`config.mk`:
```
export PLATFORM = sky130hd
export DESIGN_NAME = irq_enable_priority_bank
export DESIGN_NICKNAME = d
export VERILOG_FILES = /design/src/rtl/irq_bank_pkg.sv /design/src/rtl/irq_enable_priority_bank.sv
export SDC_FILE = /design/constraint.sdc
export NUM_CORES = 1
export LEC_CHECK = 0
export ABC_AREA = 0
export BUFFER_PORTS_ARGS = -buffer_cell sky130_fd_sc_hd__buf_2
export CORE_MARGIN = 5
export CORE_UTILIZATION = 56
export DETAILED_ROUTE_END_ITERATION = 10
export PLACE_DENSITY = 0.93
export SLEW_MARGIN = 40
export SYNTH_ARGS = -nofsm -noshare
export SYNTH_HDL_FRONTEND = slang
export SYNTH_SLANG_ARGS = --single-unit
export TNS_END_PERCENT = 20
```
`constraint.sdc`:
```
create_clock -name clock_i -period 4.8 [get_ports clock_i]
set_clock_uncertainty 0.15 [all_clocks]
set_input_delay 0.48 -clock clock_i [delete_from_list [all_inputs] [get_ports clock_i]]
set_output_delay 0.48 -clock clock_i [all_outputs]
set_load 0.03 [all_outputs]
```
`src/rtl/irq_bank_pkg.sv`:
```
// Purpose: Shared constants and carriers for the interrupt enable and
//          priority register bank.
// Assumes: 8-bit special-function register space, one system clock.
// Notes:   Offsets are byte addresses within the register space.

package irq_bank_pkg;

   // Register addresses in the special-function register space.
   localparam logic [7:0] base_priority_levels_addr = 8'hb8;
   localparam logic [7:0] extended_enable_one_addr = 8'he6;
   localparam logic [7:0] extended_enable_two_addr = 8'he7;
   localparam logic [7:0] extended_priority_one_addr = 8'hf3;

   // Values after reset of the stored fields, and the value of unmapped reads.
   localparam logic [6:0] base_priority_levels_reset = 7'h00;
   localparam logic [5:0] extended_enable_one_reset = 6'h00;
   localparam logic [1:0] extended_enable_two_reset = 2'h0;
   localparam logic [5:0] extended_priority_one_reset = 6'h00;
   localparam logic [7:0] unmapped_read_value = 8'h00;

   // Field positions in the first extended enable register.
   localparam int two_wire_irq_mask_pos = 0;
   localparam int pin_change_irq_mask_pos = 1;
   localparam int window_compare_irq_mask_pos = 2;
   localparam int counter_array_irq_mask_pos = 3;
   localparam int conversion_done_irq_mask_pos = 4;
   localparam int comparator_irq_mask_pos = 5;

   // Field positions in the second extended enable register.
   localparam int touch_done_irq_mask_pos = 0;
   localparam int touch_threshold_irq_mask_pos = 1;

   // Vector numbers of the sources; 13 and 14 are reserved.
   localparam int vector_count = 17;
   localparam int vector_width = 5;
   localparam int first_extended_vector = 7;
   localparam int touch_done_vector = 15;
   localparam int touch_threshold_vector = 16;

   // One access of the core to the register space.
   typedef struct packed {
      logic write;
      logic read;
      logic [7:0] addr;
      logic [7:0] wdata;
   } sfr_access_type;

   // Pending flags from the peripherals, same clock domain.
   typedef struct packed {
      logic touch_threshold_flag;
      logic touch_done_flag;
      logic comparator_rise_flag;
      logic comparator_fall_flag;
      logic counter_array;
      logic conversion_done_flag;
      logic window_compare_flag;
      logic pin_change;
      logic two_wire;
      logic [6:0] classic;
   } source_flags_type;

endpackage : irq_bank_pkg

```
`src/rtl/irq_enable_priority_bank.sv`:
```
// Purpose: Enable and priority register bank with a two-level request
//          resolver that feeds the processor core.
// Assumes: Flags and the core interface run on clock_i; the global gate
//          and the seven classic enables come from the core's enable
//          register, which lives outside this bank.
// Notes:   Read data appears one cycle after the read strobe.
//          Unmapped addresses read as zero and ignore writes.
//          The touch sources have no level register here and stay low.

`timescale 1ns/1ps
`default_nettype none

module irq_enable_priority_bank (
   input wire logic clock_i,
   input wire logic rst_i,
   input wire irq_bank_pkg::sfr_access_type sfr_i,
   output logic [7:0] sfr_rdata_o,
   input wire irq_bank_pkg::source_flags_type flags_i,
   input wire logic global_irq_gate_i,
   input wire logic [6:0] classic_enable_i,
   output logic irq_req_o,
   output logic [irq_bank_pkg::vector_width-1:0] irq_vector_o,
   output logic irq_high_o,
   input wire logic irq_ack_i,
   input wire logic irq_return_i
);

   // Vector count and index width follow the package so the resolver
   // and the vector output stay in step.
   localparam int nv = irq_bank_pkg::vector_count;
   localparam int vw = irq_bank_pkg::vector_width;

   // Stored fields hold only the writable bits; fixed bits are
   // supplied at read time, so they can never be disturbed.
   logic [6:0] base_priority_levels;
   logic [5:0] extended_enable_one;
   logic [1:0] extended_enable_two;
   logic [5:0] extended_priority_one;
   // Service flags record which level the core is currently serving.
   logic in_service_high;
   logic in_service_low;

   // Address decode of the core's accesses.
   // Each register has one address, so at most one hit is active.
   wire hit_base = sfr_i.addr == irq_bank_pkg::base_priority_levels_addr;
   wire hit_en1 = sfr_i.addr == irq_bank_pkg::extended_enable_one_addr;
   wire hit_en2 = sfr_i.addr == irq_bank_pkg::extended_enable_two_addr;
   wire hit_pri1 = sfr_i.addr == irq_bank_pkg::extended_priority_one_addr;

   // Read multiplexer; unmapped addresses read as zero.
   // A stray read of an unmapped address falls through to a fixed
   // value, so it never returns stale data.
   wire [7:0] base_read = {1'b1, base_priority_levels};
   wire [7:0] en1_read = {2'b00, extended_enable_one};
   wire [7:0] en2_read = {6'b000000, extended_enable_two};
   wire [7:0] pri1_read = {2'b00, extended_priority_one};
   wire [7:0] read_value = hit_base ? base_read :
                           hit_en1 ? en1_read :
                           hit_en2 ? en2_read :
                           hit_pri1 ? pri1_read :
                           irq_bank_pkg::unmapped_read_value;

   // Register writes; the top base bit and reserved bits are not stored.
   // A write to an unmapped address changes nothing.
   always_ff @(posedge clock_i) begin
      if (rst_i) begin
         base_priority_levels <= irq_bank_pkg::base_priority_levels_reset;
         extended_enable_one <= irq_bank_pkg::extended_enable_one_reset;
         extended_enable_two <= irq_bank_pkg::extended_enable_two_reset;
         extended_priority_one <= irq_bank_pkg::extended_priority_one_reset;
      end else if (sfr_i.write) begin
         if (hit_base) base_priority_levels <= sfr_i.wdata[6:0];
         if (hit_en1) extended_enable_one <= sfr_i.wdata[5:0];
         if (hit_en2) extended_enable_two <= sfr_i.wdata[1:0];
         if (hit_pri1) extended_priority_one <= sfr_i.wdata[5:0];
      end
   end

   // Read data is registered on the read strobe.
   // Holding the data between strobes lets the core take it later; a
   // read and a write in one cycle return the old contents.
   always_ff @(posedge clock_i) begin
      if (rst_i) begin
         sfr_rdata_o <= 8'h00;
      end else if (sfr_i.read) begin
         sfr_rdata_o <= read_value;
      end
   end

   // Masked requests per vector number.
   // Each source is ANDed with its own enable bit; the global gate is
   // applied afterwards so that it overrides every individual mask.
   wire [nv-1:0] masked_req;
   assign masked_req[6:0] = flags_i.classic & classic_enable_i;
   assign masked_req[7] = flags_i.two_wire &
      extended_enable_one[irq_bank_pkg::two_wire_irq_mask_pos];
   assign masked_req[8] = flags_i.pin_change &
      extended_enable_one[irq_bank_pkg::pin_change_irq_mask_pos];
   assign masked_req[9] = flags_i.window_compare_flag &
      extended_enable_one[irq_bank_pkg::window_compare_irq_mask_pos];
   assign masked_req[10] = flags_i.conversion_done_flag &
      extended_enable_one[irq_bank_pkg::conversion_done_irq_mask_pos];
   assign masked_req[11] = flags_i.counter_array &
      extended_enable_one[irq_bank_pkg::counter_array_irq_mask_pos];
   assign masked_req[12] =
      (flags_i.comparator_rise_flag | flags_i.comparator_fall_flag) &
      extended_enable_one[irq_bank_pkg::comparator_irq_mask_pos];
   // Reserved vectors are tied off so that they can never win.
   assign masked_req[14:13] = 2'b00; // Reserved vectors never request.
   assign masked_req[irq_bank_pkg::touch_done_vector] =
      flags_i.touch_done_flag &
      extended_enable_two[irq_bank_pkg::touch_done_irq_mask_pos];
   assign masked_req[irq_bank_pkg::touch_threshold_vector] =
      flags_i.touch_threshold_flag &
      extended_enable_two[irq_bank_pkg::touch_threshold_irq_mask_pos];

   // Level of each vector; the touch sources sit at low level here.
   // A one in a level bit marks the source as high level.
   wire [nv-1:0] level;
   assign level[6:0] = base_priority_levels;
   assign level[12:7] = extended_priority_one;
   assign level[16:13] = 4'h0;

   // The gate acts last so that no mask setting can bypass it.
   // global gate override
   wire [nv-1:0] gated_req = global_irq_gate_i ? masked_req : '0;

   // High requests are held back only by a high service in progress,
   // low requests by any service, so nesting is at most two deep.
   // preemption by level
   wire [nv-1:0] eligible_high = gated_req & level &
      {nv{~in_service_high}};
   wire [nv-1:0] eligible_low = gated_req & ~level &
      {nv{~in_service_high & ~in_service_low}};

   // Returns the lowest set index of a request vector.
   // The loop runs from the top down, so the last hit, which is the
   // lowest index, is the one kept.
   function automatic logic [vw-1:0] lowest_set(input logic [nv-1:0] v);
      logic [vw-1:0] idx;
      idx = '0;
      for (int i = nv - 1; i >= 0; i--) begin
         if (v[i]) idx = vw'(i);
      end
      return idx;
   endfunction : lowest_set

   wire any_high = |eligible_high;
   wire any_low = |eligible_low;
   wire [vw-1:0] pick_vector = any_high ? lowest_set(eligible_high) :
                               lowest_set(eligible_low);
   // A taken request is withdrawn for one cycle while service updates.
   // Without this gap the core could take the same request twice before
   // its service flag is visible here.
   wire next_req = (any_high | any_low) & ~(irq_ack_i & irq_req_o);

   // Request outputs come from flip-flops.
   // Registering them keeps the core's timing path short at the cost of
   // one cycle of request latency.
   always_ff @(posedge clock_i) begin
      if (rst_i) begin
         irq_req_o <= 1'b0;
         irq_vector_o <= '0;
         irq_high_o <= 1'b0;
      end else begin
         irq_req_o <= next_req;
         irq_vector_o <= pick_vector;
         irq_high_o <= any_high;
      end
   end

   // Service levels: set on acceptance, cleared innermost first on return.
   // A return with no service active changes nothing; an ack and a
   // return in one cycle clear the inner level and record the new one.
   wire ack_taken = irq_ack_i & irq_req_o;
   wire next_high = (in_service_high & ~irq_return_i) |
                    (ack_taken & irq_high_o);
   wire next_low = (in_service_low &
                    ~(irq_return_i & ~in_service_high)) |
                   (ack_taken & ~irq_high_o);

   always_ff @(posedge clock_i) begin
      if (rst_i) begin
         in_service_high <= 1'b0;
         in_service_low <= 1'b0;
      end else begin
         in_service_high <= next_high;
         in_service_low <= next_low;
      end
   end

endmodule : irq_enable_priority_bank

`default_nettype wire

```
==> impl_metrics.tcl <==
set metrics [dict create \
    place_area_mm2 0.00246 \
    arrival_ps 2400 \
    finalHoldViolCount 0 \
    start_util 0.583 \
    cp_cell_sequence "buf_2 > nand2_1 > or4_4 > nor2_1 > nand2_1 > nand2_1 > a21oi_1" \
    antenna_found_initial 0 \
    die_y_um 72.0 \
    grt_pass1_vias 2108 \
    tns_ps 0 \
    design_area_mm2 0.00257 \
    clock-sinks 38 \
    io_buffer_count 59 \
    drv_slew 0 \
    num_io_pins 61 \
    critPathTopFamily "simple AND/OR/NAND/NOR gates" \
    synth_fp_nets 321 \
    worstMarginPinSlew_ps 748 \
    crit_slowest_cell "nor2_1" \
    core-area_mm2 0.00369 \
    yosysWarnings 0 \
    synth_area_mm2 0.00215 \
    ys_ff_latch 38 \
    syn2layout_area_growth_pct 19.5 \
    die_w_um 72.0 \
    ant_nets 0 \
    powerDensity_mw_per_mm2 267 \
    hold_class "in -> reg" \
    final-seq-area_um2 761 \
    grt_overflow 0 \
    avgViaCountPerCell 6.11 \
    track_usage 0.238 \
    run_status "finished, final reports clean" \
    numCtsBuffers 5 \
    dp_hpwl_mm 4.47 \
    placedCellCount 368 \
    finalSetupViolations 0 \
    peakVddDrop_v 0.000195 \
    period_needed_ps 2400 \
    cts_setup_buffers 0 \
    synth_seq_area_share 0.353 \
    critPathBufInv 1 \
    synthTopCellsByArea "dfxtp_1 35%, nand2_1 7.0%, nand3_1 6.3%" \
    grt_pass1_wl_mm 9.85 \
    start_kind "input pin" \
    drive_above_1_share 0.244 \
    p_leak_nw 1.00 \
    routed_wirelength_mm 6.02 \
    tritoncts "done" \
    cap_violations 0 \
    nFillCells 316 \
    first_pass_iters 7 \
    synth_most_common_cell "nand2_1" \
    synth-async-reset-ratio 0 \
    yosys.area.top_type "dfxtp_1" \
    finalNonFillerCells 376 \
    syn_inst 275 \
    synth_top_area_share 0.353 \
    clock_path_buffers 2 \
    endpoint_kind "register" \
    n_antenna_cell 0 \
    final_min_period_over_clock_period 0.500 \
    cts.clk_slew.worst_paths_ps 80 \
    synth_cell_type_count 57 \
    clock_latency_ps 290 \
    crit_top_cell "nand2_1" \
    avgSynthCellArea_um2 7.83 \
    critPathMaxStageDelay_ps 590 \
    max_freq_mhz 417 \
    wire_per_inst_um 16.0 \
    htree_levels 2 \
    synth_common_cells "40 x nand2_1, 38 x dfxtp_1, 27 x nand3_1" \
    grt_max_degree 37 \
    cp_max_fo 11 \
    cts_resized 0 \
    dr.first_iter.drc_count 180 \
    nets 373 \
    num_rows 22 \
    synth_flop_cell "dfxtp_1" \
    ctsHoldBuffers 0 \
    gp_congestion 0.917 \
    synth_edf_count 0 \
    multiInputGateArea_mm2 0.00131 \
    cts-root-buf "clkbuf_8" \
    drc 0 \
    die_area_mm2 0.00518 \
    vias 2299 \
    rsz0062_at_grt "false" \
    relSlewSlack 0.498 \
    required_ps 4810 \
    crit_type "in -> reg" \
]
-- stage by stage --
step / setup WS [ps] / util / power [W] / hold WS (ps)
after CTS: 2440 / 0.697 / 0.000685 / 308
after floorplan: 2810 / - / 0.000383 / 294
final: 2400 / 0.697 / 0.000686 / 310
after detailed placement: 2170 / 0.666 / 0.000418 / 317
after global routing: 2250 / 0.697 / 0.000709 / 305
after global placement: 2220 / 0.664 / 0.000415 / 308
-- placed cells by master, fill, tap and decap left out, types with 3 or more instances in the layout --
master,instances
buf_2,59
clkbuf_8,5
a222oi_1,4
mux2i_1,5
nand3_1,27
nand4_1,6
a211oi_1,7
nor3_2,3
o21ai_0,4
nor3_1,5
inv_1,6
nand2b_1,4
nand2_1,40
or3_1,4
nand3b_1,7
a21oi_1,25
dfxtp_1,38
nor2_1,26
-- state kept, by name, summed over array words and instances, names as in the netlist --
register and cells:
irq_vector_o 5, extended_enable_one 6, sfr_rdata_o 8, in_service_low 1, irq_high_o 1, irq_req_o 1, base_priority_levels 7, in_service_high 1
extended_priority_one 6, extended_enable_two 2
-- worst paths after layout --
path / start / end / slack, ps / cells after the start
worst min register to register: extended_enable_one[2] / extended_enable_one[2] / 330 / 2
worst min-delay path: sfr_i[4] / extended_priority_one[4] / 310 / 3
worst max register to register: in_service_high / irq_vector_o[4] / 2590 / 6
worst max-delay path: sfr_i[15] / extended_enable_one[5] / 2400 / 7
-- kinds of logic (layout without fill, tap and decap cells) --
family	Yosys count	in the layout	synth area share
simple gates	148	148	0.381
compound gates	63	63	0.195
flops	38	38	0.353
buf+inv	21	74	0.0471
mux	5	5	0.0233
-- worst reg2reg max path: cells and delay by family, from the launching register on --
kind	cells	cell delay [ps]
and+or+nand+nor	6	1490
DFF	1	520
-- layout make-up --
type,instances,share of cell area
clock buffer,5,0.0268
clock inverter,3,0.0175
inverter,6,0.00876
multi-input combinational,216,0.510
sequential,38,0.296
tap,48,0.0234
timing repair buffer,60,0.118
-- power by group --
group          total [W]  switching, W  internal (W)
Clock           0.000273      0.000119      0.000155
Sequential      0.000324    0.00000334      0.000321
Combinational  0.0000888     0.0000544     0.0000343
Total           0.000686      0.000176      0.000509
-- layer usage --
| metal | global-route usage | routed length [µm] | vias to the layer above |
|---|---|---|---|
| met1 | 0.297 | 2400 | 1053 |
| met4 | 0.0877 | 151 | 0 |
| met3 | 0.0554 | 506 | 18 |
| met2 | 0.399 | 2960 | 112 |
| met5 | 0 | 0 | - |
| li1 | - | - | 1116 |
Power figures use the tool's default switching activity.
